<file path="src/hw/sdid_pkg.sv">
// register map constants for the channel 2/3 drive and identification slice
// assumes a serial register front end that hands over 8-bit addresses and 16-bit words
package sdid_pkg;
   // ------------------------------------------------------------
   // register offsets
   // ------------------------------------------------------------
   localparam logic [7:0]  CHAN2_DRIVE_LEVEL_ADDR = 8'h20;
   localparam logic [7:0]  CHAN3_DRIVE_LEVEL_ADDR = 8'h21;
   localparam logic [7:0]  MAKER_IDENT_ADDR       = 8'h7E;
   localparam logic [7:0]  PART_IDENT_ADDR        = 8'h7F;
   // ------------------------------------------------------------
   // drive register fields
   // ------------------------------------------------------------
   localparam int          SETTING_LSB            = 11;
   localparam int          SETTING_MSB            = 15;
   localparam int          CALIB_LSB              = 6;
   localparam int          CALIB_MSB              = 10;
   localparam logic [4:0]  SETTING_RESET          = 5'h00;
   localparam logic [4:0]  CALIB_RESET            = 5'h00;
   localparam logic [15:0] RDATA_RESET            = 16'h0000;
endpackage : sdid_pkg

</file>
<file path="src/hw/sdid_regs.sv">
// drive level and identification registers for channels 2 and 3
// assumes the serial front end gives one-cycle read/write strobes on clk
//
// Function
// - each of channels 2 and 3 holds a five-bit drive setting in bits 15:11, used while it converts.
// - the programmed setting drives the sensor only while the override enable is 1.
// - bits 10:6 of each drive register read the calibrated initial drive level.
// - the calibrated field reloads after each amplitude correction only while correction is enabled.
// - address 0x7E reads a fixed sixteen-bit maker code.
// - address 0x7F reads a fixed part code.
`timescale 1ns/1ps
module sdid_regs #(
   parameter logic [15:0] MAKER_CODE = 16'hA5C3,  // arbitrary value
   parameter logic [15:0] PART_CODE  = 16'h1D02   // arbitrary value
)(
   // clock and reset
   input  wire logic        clk,
   input  wire logic        rst,
   // register access
   input  wire logic [7:0]  reg_addr,
   input  wire logic        reg_wr,
   input  wire logic [15:0] reg_wdata,
   input  wire logic        reg_rd,
   output logic      [15:0] reg_rdata,
   output logic             reg_rvalid,
   // conversion core
   input  wire logic        drive_override_enable,
   input  wire logic        amplitude_correction_disable,
   input  wire logic [1:0]  active_channel,
   input  wire logic        amp_corr_done,
   input  wire logic [4:0]  amp_corr_level,
   input  wire logic [4:0]  auto_drive_level,
   output logic      [4:0]  ch2_drive_setting,
   output logic      [4:0]  ch3_drive_setting,
   output logic      [4:0]  ch2_calibrated_drive,
   output logic      [4:0]  ch3_calibrated_drive,
   output logic      [4:0]  sensor_drive
);
   // ------------------------------------------------------------
   // elaboration checks
   // ------------------------------------------------------------
   // the read word is a plain concatenation, so the package positions must
   // tile it as setting, calibrated field and reserved bits from the top down
   if (sdid_pkg::SETTING_MSB != 15 || sdid_pkg::SETTING_MSB - sdid_pkg::SETTING_LSB != 4)
   begin : g_bad_setting
      $error("drive setting field must be five bits ending at bit 15");
   end
   if (sdid_pkg::CALIB_MSB != sdid_pkg::SETTING_LSB - 1 ||
       sdid_pkg::CALIB_MSB - sdid_pkg::CALIB_LSB != 4 || sdid_pkg::CALIB_LSB != 6)
   begin : g_bad_calib
      $error("calibrated field must be five bits right below the setting");
   end

   // ------------------------------------------------------------
   // decode
   // ------------------------------------------------------------
   wire logic [4:0]  wr_setting = reg_wdata[sdid_pkg::SETTING_MSB:sdid_pkg::SETTING_LSB];
   wire logic        upd_ok     = amp_corr_done && !amplitude_correction_disable;
   logic      [4:0]  setting_reg  [2];
   logic      [4:0]  setting_next [2];
   logic      [4:0]  calib_reg    [2];
   logic      [4:0]  calib_next   [2];
   logic      [15:0] drive_word   [2];
   logic      [15:0] rd_mux;
   logic      [15:0] rdata_reg;
   logic      [15:0] rdata_next;
   logic             rvalid_reg;

   // ------------------------------------------------------------
   // channel registers: slot 0 is channel 2, slot 1 is channel 3
   // ------------------------------------------------------------
   for (genvar i = 0; i < 2; i++)
   begin : g_chan
      localparam logic [1:0] CHAN = 2'(i + 2);
      localparam logic [7:0] ADDR = (i == 0) ? sdid_pkg::CHAN2_DRIVE_LEVEL_ADDR
                                             : sdid_pkg::CHAN3_DRIVE_LEVEL_ADDR;
      wire logic             wr_hit  = reg_wr && reg_addr == ADDR;
      wire logic             upd_hit = upd_ok && active_channel == CHAN;

      // only the setting bits of a host write are kept; the calibrated and
      // reserved positions of the word are dropped here
      assign setting_next[i] = wr_hit ? wr_setting : setting_reg[i];
      // no host path reaches the calibrated field, only the correction result
      assign calib_next[i]   = upd_hit ? amp_corr_level : calib_reg[i];
      assign drive_word[i]   = {setting_reg[i], calib_reg[i], 6'h00};

      always_ff @(posedge clk)
      begin
         if (rst)
         begin
            setting_reg[i] <= sdid_pkg::SETTING_RESET;
            calib_reg[i]   <= sdid_pkg::CALIB_RESET;
         end
         else
         begin
            setting_reg[i] <= setting_next[i];
            calib_reg[i]   <= calib_next[i];
         end
      end
   end

   assign ch2_drive_setting    = setting_reg[0];
   assign ch3_drive_setting    = setting_reg[1];
   assign ch2_calibrated_drive = calib_reg[0];
   assign ch3_calibrated_drive = calib_reg[1];

   // ------------------------------------------------------------
   // channel checks
   // ------------------------------------------------------------
   a_setting2_write: assert property (@(posedge clk) disable iff (rst)
      reg_wr && reg_addr == 8'h20 |=> ch2_drive_setting == $past(reg_wdata[15:11]))
      else $error("channel 2 setting not stored");

   a_setting3_write: assert property (@(posedge clk) disable iff (rst)
      reg_wr && reg_addr == 8'h21 |=> ch3_drive_setting == $past(reg_wdata[15:11]))
      else $error("channel 3 setting not stored");

   a_setting_hold: assert property (@(posedge clk) disable iff (rst)
      !reg_wr |=> $stable(ch2_drive_setting) && $stable(ch3_drive_setting))
      else $error("drive setting changed without a write");

   a_calib_hold: assert property (@(posedge clk) disable iff (rst)
      amplitude_correction_disable
      |=> $stable(ch2_calibrated_drive) && $stable(ch3_calibrated_drive))
      else $error("calibrated field changed while correction disabled");

   a_calib2_update: assert property (@(posedge clk) disable iff (rst)
      amp_corr_done && !amplitude_correction_disable && active_channel == 2'h2
      |=> ch2_calibrated_drive == $past(amp_corr_level))
      else $error("channel 2 calibrated field not refreshed");

   a_calib3_update: assert property (@(posedge clk) disable iff (rst)
      amp_corr_done && !amplitude_correction_disable && active_channel == 2'h3
      |=> ch3_calibrated_drive == $past(amp_corr_level))
      else $error("channel 3 calibrated field not refreshed");

   a_calib_nowrite: assert property (@(posedge clk) disable iff (rst)
      !amp_corr_done |=> $stable(ch2_calibrated_drive) && $stable(ch3_calibrated_drive))
      else $error("calibrated field moved without a correction result");

   // ------------------------------------------------------------
   // read path
   // ------------------------------------------------------------
   always_comb
   begin
      case (reg_addr)
         sdid_pkg::CHAN2_DRIVE_LEVEL_ADDR: rd_mux = drive_word[0];
         sdid_pkg::CHAN3_DRIVE_LEVEL_ADDR: rd_mux = drive_word[1];
         sdid_pkg::MAKER_IDENT_ADDR:       rd_mux = MAKER_CODE;
         sdid_pkg::PART_IDENT_ADDR:        rd_mux = PART_CODE;
         // unmapped addresses read zero so a wrong address is easy to spot
         default:                          rd_mux = 16'h0000;
      endcase
   end

   // read data stays until the next read, so a slow host may pick it up late
   assign rdata_next = reg_rd ? rd_mux : rdata_reg;

   always_ff @(posedge clk)
   begin
      if (rst)
      begin
         rdata_reg  <= sdid_pkg::RDATA_RESET;
         rvalid_reg <= 1'h0;
      end
      else
      begin
         rdata_reg  <= rdata_next;
         rvalid_reg <= reg_rd;
      end
   end

   assign reg_rdata  = rdata_reg;
   assign reg_rvalid = rvalid_reg;

   // ------------------------------------------------------------
   // read checks
   // ------------------------------------------------------------
   a_setting_read: assert property (@(posedge clk) disable iff (rst)
      reg_rd && reg_addr == 8'h20 |=> reg_rdata[15:11] == $past(ch2_drive_setting))
      else $error("drive setting misread");

   a_calib_read: assert property (@(posedge clk) disable iff (rst)
      reg_rd && reg_addr == 8'h21
      |=> reg_rvalid && reg_rdata[10:6] == $past(ch3_calibrated_drive))
      else $error("calibrated field misread");

   a_maker_read: assert property (@(posedge clk) disable iff (rst)
      reg_rd && reg_addr == 8'h7E |=> reg_rdata == MAKER_CODE)
      else $error("maker code misread");

   a_part_read: assert property (@(posedge clk) disable iff (rst)
      reg_rd && reg_addr == 8'h7F |=> reg_rdata == PART_CODE)
      else $error("part code misread");

   a_reserved_zero: assert property (@(posedge clk) disable iff (rst)
      reg_rd && (reg_addr == 8'h20 || reg_addr == 8'h21) |=> reg_rdata[5:0] == 6'h00)
      else $error("reserved bits not zero");

   a_unmapped_zero: assert property (@(posedge clk) disable iff (rst)
      reg_rd && reg_addr[7:1] != 7'h10 && reg_addr[7:1] != 7'h3F |=> reg_rdata == 16'h0000)
      else $error("unmapped address did not read zero");

   a_rvalid_rise: assert property (@(posedge clk) disable iff (rst)
      reg_rd |=> reg_rvalid)
      else $error("read not answered");

   a_rvalid_drop: assert property (@(posedge clk) disable iff (rst)
      !reg_rd |=> !reg_rvalid && $stable(reg_rdata))
      else $error("read answer without a read");

   // ------------------------------------------------------------
   // sensor drive
   // ------------------------------------------------------------
   // channels 0/1 are outside this slice; the core's own level is used there
   always_comb
   begin
      if (drive_override_enable && active_channel == 2'h2)
         sensor_drive = ch2_drive_setting;
      else if (drive_override_enable && active_channel == 2'h3)
         sensor_drive = ch3_drive_setting;
      else
         sensor_drive = auto_drive_level;
   end

   // ------------------------------------------------------------
   // drive checks
   // ------------------------------------------------------------
   a_override_gate: assert property (@(posedge clk) disable iff (rst)
      !drive_override_enable |-> sensor_drive == auto_drive_level)
      else $error("drive override used while disabled");

   a_override_ch2: assert property (@(posedge clk) disable iff (rst)
      drive_override_enable && active_channel == 2'h2 |-> sensor_drive == ch2_drive_setting)
      else $error("channel 2 setting not applied");

   a_override_ch3: assert property (@(posedge clk) disable iff (rst)
      drive_override_enable && active_channel == 2'h3 |-> sensor_drive == ch3_drive_setting)
      else $error("channel 3 setting not applied");

   a_other_chan: assert property (@(posedge clk) disable iff (rst)
      !active_channel[1] |-> sensor_drive == auto_drive_level)
      else $error("setting applied outside channels 2 and 3");
endmodule : sdid_regs

</file>
<file path="config.mk">
export PLATFORM = sky130hd
export DESIGN_NAME = sdid_regs
export DESIGN_NICKNAME = d
export VERILOG_FILES = /design/src/hw/sdid_pkg.sv /design/src/hw/sdid_regs.sv
export SDC_FILE = /design/constraint.sdc
export NUM_CORES = 1
export LEC_CHECK = 0
export ABC_AREA = 1
export BUFFER_PORTS_ARGS = -buffer_cell sky130_fd_sc_hd__buf_2
export CORE_ASPECT_RATIO = 2
export CORE_MARGIN = 4
export CORE_UTILIZATION = 49
export DETAILED_ROUTE_END_ITERATION = 10
export HOLD_SLACK_MARGIN = 0.08
export PLACE_DENSITY = 0.84
export SLEW_MARGIN = 30
export SYNTH_ARGS = -nofsm -noshare
export SYNTH_HDL_FRONTEND = slang
export SYNTH_SLANG_ARGS = --single-unit
</file>
<file path="constraint.sdc">
create_clock -name clk -period 2.1 [get_ports clk]
set_input_delay 0.315 -clock clk [delete_from_list [all_inputs] [get_ports clk]]
set_output_delay 0.315 -clock clk [all_outputs]
set_load 0.01 [all_outputs]
</file>
======== Word-level counts from Yosys, hierarchy flattened ========
Memory sizes are Yosys's and may differ from the RTL's.
Index checks and enable logic that the tools add are counted.
storage, ports and cells
  output and inout bits ................... 42
  input port bits ......................... 43
  word-level logic and storage cells ...... 36
  memories kept ........................... 2
  flip-flop bits (word level) ............. 17
  bits in writable memories ............... 20
cells by class
  equal/unequal tests ..................... 6
  bitwise operators ....................... 4
  reduce and logical (&&, ||, !) cells .... 8
  multiplexer cells ....................... 14
memory list
  memory       words  width  rd ports  clocked after memory_dff  write ports  RTL line         text
  calib_reg    2      5      2         0                         2            sdid_regs.sv:61  logic [4:0] calib_reg [2];
  setting_reg  2      5      2         0                         2            sdid_regs.sv:59  logic [4:0] setting_reg [2];
operator list
  kind                                                                   number
  16-bit one-hot mux with 4 select lines                                 1
  5-bit two-way mux                                                      10
  8-bit by 6-bit equality test with 1-bit output, second input constant  2
  8-bit by 7-bit equality test with 1-bit output, second input constant  2
  1-bit logical AND                                                      7
  2-bit equality test, second input constant                             2
  1-bit OR                                                               4
  1-bit two-way mux                                                      3
  1-bit logical NOT                                                      1

======== Depth between registers and ports, before layout ========
  depth after elaboration ................. 5
  mapped depth ............................ 8
  depth with buffers taken out ............ 7

======== Least setup slack after synthesis ========
Ideal clock, no wire load.
  path kind ............................... input to output
  start ................................... input active_channel[0]
  end ..................................... output sensor_drive[3]
  stages on the path ...................... 6
  arrival time ............................ 925 ps
  path slack .............................. 860 ps
  cell sequence ........................... nand2_1 -> inv_1 -> nand2_1 -> o21ai_0 -> nand2_1 -> o21ai_0
on the way
  cells in the longest elaborated chain, start to end .. 4
RTL lines
  element              RTL line          text
  start: declaration   sdid_regs.sv:29   input wire logic [1:0] active_channel,
  2-bit equality test  sdid_regs.sv:220  else if (drive_override_enable && active_channel == 2'h3)
  1-bit logical AND    sdid_regs.sv:220
  5-bit two-way mux    sdid_regs.sv:220
  5-bit two-way mux *  sdid_regs.sv:218  if (drive_override_enable && active_channel == 2'h2)
  end: declaration     sdid_regs.sv:37   output logic [4:0] sensor_drive
Mark *: on every way between the ends. The rest lies on a longest branch, timed or not.

======== Worst setup path after layout ========
  start ................................... input active_channel[1]
  end ..................................... output sensor_drive[3]
The elaborated chain is that of the path after synthesis.

==> reports/metrics.csv <==
stage,metric,value,unit
clock_network,clockRootBuffer,clkbuf_8,
clock_network,htree_num_levels,2,
critical_path,worst-path-max-fanout,6,
timing,fin_worst_skew,0.00330,ns
hold_path,hold_path_end,calib_reg[0][4]$_SDFFE_PP0P_,
global_routing,number_of_global_route_vias_before_repair,1751,
floorplanning,starting_density,52.0,%
power_and_ir_drop,sw_frac_of_total,26.5,%
floorplanning,die-area,0.00449,mm²
critical_path,ff2ff_setup_slack,1.25,ns
layout,area_of_the_multi_input_gates,871,µm²
routing,drt_iter0_drc,32,
clock_network,clock_tree_from_tritoncts,built,
layout,antenna_cells_inserted,0,
floorplanning,horizontal_die_dimension,49.4,µm
timing,post-route-min-period,1.58,ns
critical_path,cp_data_arrival_time,1.27,ns
power_and_ir_drop,sequentialPowerShare,51.5,%
timing,hold_viol,0,
routing,dr_total_vias,1736,
timing,post-route-period-util,75.3,%
clock_network,cts-root-to-sink-buffers,2,
routing,route.detailed.drc,0,
timing,clock.fmax,632,MHz
floorplanning,rows,29,
status,status,"finished, final reports clean",
critical_path,startpoint,active_channel[1],
power_and_ir_drop,total_power,1.24,mW
critical_path,crit-reg2reg-capture,reg_rdata[12]$_SDFFE_PP0P_,
global_routing,grt_pass1_wl,7.49,mm
clock_network,post_cts_resize_count,0,
floorplanning,die_y,90.8,µm
power_and_ir_drop,power.switching,0.327,mW
floorplanning,coreArea,0.00323,mm²
layout,final_cell_mix,"69 x buf_2, 68 x nand2_1, 33 x dfxtp_1, 31 x nand3_1, 18 x a21oi_1",
timing,final-setup-viol-count,0,
critical_path,r2r_start,setting_reg[0][1]$_SDFFE_PP0P_,
hold_path,hold_path.class,input pin to flop,
global_routing,grt_start_max_net_pins,34,
placement,place_congestion,0.875,
critical_path,path_class,input pin to primary output,
routing,detail-route-antenna-nets,0,
routing,routedWlPerCell,13.2,µm
power_and_ir_drop,p_leak,0.967,nW
layout,syn_to_final_growth,23.0,%
power_and_ir_drop,power.share.combinational,11.1,%
logic_synthesis,syn-mean-instance-area,7.24,µm²
timing,relSlewSlack,56.3,%
placement,detailedPlacementHpwl,3.46,mm
power_and_ir_drop,power_report.internal_total,0.910,mW
power_and_ir_drop,power_density,598,mW/mm²
power_and_ir_drop,clock_power_share,37.4,%
critical_path,timing.critical_path.required,1.78,ns
placement,port_buffers,69,
timing,worst_slew_pin_slew,0.655,ns
logic_synthesis,mappedNetlistArea,0.00168,mm²
layout,flip_flop_count_of_the_largest_register_after_layout,12,
layout,fin_nets,341,
run,max_cap_violations,0,
logic_synthesis,number_of_distinct_library_cell_variants_in_the_gate_level_netlist_after_synthesis,27,
layout,most_common_cell_after_layout_fill_and_taps_aside,buf_2,
clock_network,numCtsBuffers,5,
critical_path,timing.reg2reg.worst_path_depth,4,
clock_network,holdBufCountCts,0,
critical_path,crit_path_end_kind,primary output,
clock_network,postCtsSetupRepairBufs,0,
timing,timing.final.ws_setup,0.518,ns
global_routing,track_usage,20.7,%
critical_path,critPathLaunchType,input pin,
logic_synthesis,synthesis.instances,232,
global_routing,globalRoute.totalOverflow,0,
power_and_ir_drop,max_ir_drop_vdd,531,µV
clock_network,clk_pin_slew,0.07,ns
clock_network,insertion_delay,0.28,ns
layout,share_of_final_layout_standard_cells_stronger_than_drive_strength_1,34.4,%
logic_synthesis,synth_warnings,0,
logic_synthesis,synth-seq-area-share,39.3,%
floorplanning,ios,85,
layout,layout.area.seq,661,µm²
hold_path,min_delay_path_depth,3,
routing,drt-total-wl,4.36,mm
global_routing,antenna_found_initial,0,
timing,unrepaired_setup_endpoints_after_global_routing,false,
timing,finalMaxSlewViolations,0,
logic_synthesis,yosys.area.top_type,dfxtp_1,
logic_synthesis,yosys-top-cells-area,"dfxtp_1 39%, nand2_1 15%, nand3_1 9.2%",
hold_path,holdCritStartpoint,amp_corr_level[4],
logic_synthesis,ys_ff_latch,33,
clock_network,numClockSinks,33,
placement,dpl_worst_slack,0.529,ns
routing,routed_via_density,5.26,
timing,final.setup.tns,0,ns
logic_synthesis,post-synth-top-area-fraction,39.3,%
layout,nFillCells,307,
routing,detail_route.first_pass.iterations,5,
kinds of logic (layout without fill, tap and decap cells):
| logic type | Yosys count | count (layout) | share of synthesized area (%) |
|---|---|---|---|
| AND/OR/NAND/NOR | 127 | 127 | 35.7 |
| AO/OA/AOI/OAI | 41 | 41 | 15.3 |
| flip-flops | 33 | 33 | 39.3 |
| buffers and inverters | 30 | 94 | 9.53 |
| other | 1 | 4 | 0.223 |
layout make-up:
cell class	count	area share, %
repair buffers	69	16.7
clock buffers	5	3.33
multi-input cells	172	42.1
inverters	17	3.15
clock inverters	3	0.847
flip-flops and latches	33	32.0
well taps	31	1.88
per-stage QoR:
stage                     instance area [µm²]  hold WS (ns)  instances  utilization, %
after detailed placement                 1980         0.467        322            61.3
after floorplan                          1690         0.414        235               -
after global routing                     2070         0.298        330            64.0
final                                    2070         0.291        330            64.0
after CTS                                2070         0.287        330            64.0
after global placement                   1980         0.457        322            61.3
worst max-delay path by stage:
stage	slack, ns	to	depth (start not counted)
finish	0.52	sensor_drive[3]	8
global route	0.38	sensor_drive[3]	8
CTS	0.52	sensor_drive[3]	8
detailed placement	0.53	sensor_drive[3]	8
global placement	0.56	sensor_drive[3]	8
floorplan	0.86	sensor_drive[3]	6
synth_stat cells, drive strengths merged:
cell type	instances
nand2	72
nand3	34
dfxtp	33
a21oi	27
inv	16
nor2	16
buf	9
o21ai	5
a211oi	4
a31oi	4
clkbuf	4
nand4	4
clkinv	1
conb	1
nor3	1
o21a	1
power by group through the flow:
stage               sequential (mW)  combinational [mW]  clock (mW)
finish                        0.637               0.138       0.463
global placement              0.651               0.136           0
CTS                           0.637               0.139       0.464
detailed placement            0.651               0.138           0
floorplan                     0.654              0.0819           0
global route                  0.637               0.155       0.490
routing by layer:
| metal | wire [µm] | GRT usage (%) | share of wire [%] |
|---|---|---|---|
| met2 | 2490 | 38.5 | 57 |
| met3 | 231 | 3.47 | 5.3 |
| met1 | 1510 | 20.2 | 35 |
| met5 | 0 | 0 | 0 |
| met4 | 126 | 12.9 | 2.9 |
worst max-delay path, stage by stage:
cell,delay (ns)
buf_2,0.10
nand2_1,0.05
inv_1,0.15
nand2_1,0.17
o21ai_0,0.19
nand2_1,0.06
o21ai_0,0.08
buf_2,0.16
Note: power is estimated with default switching activity, not from simulation.
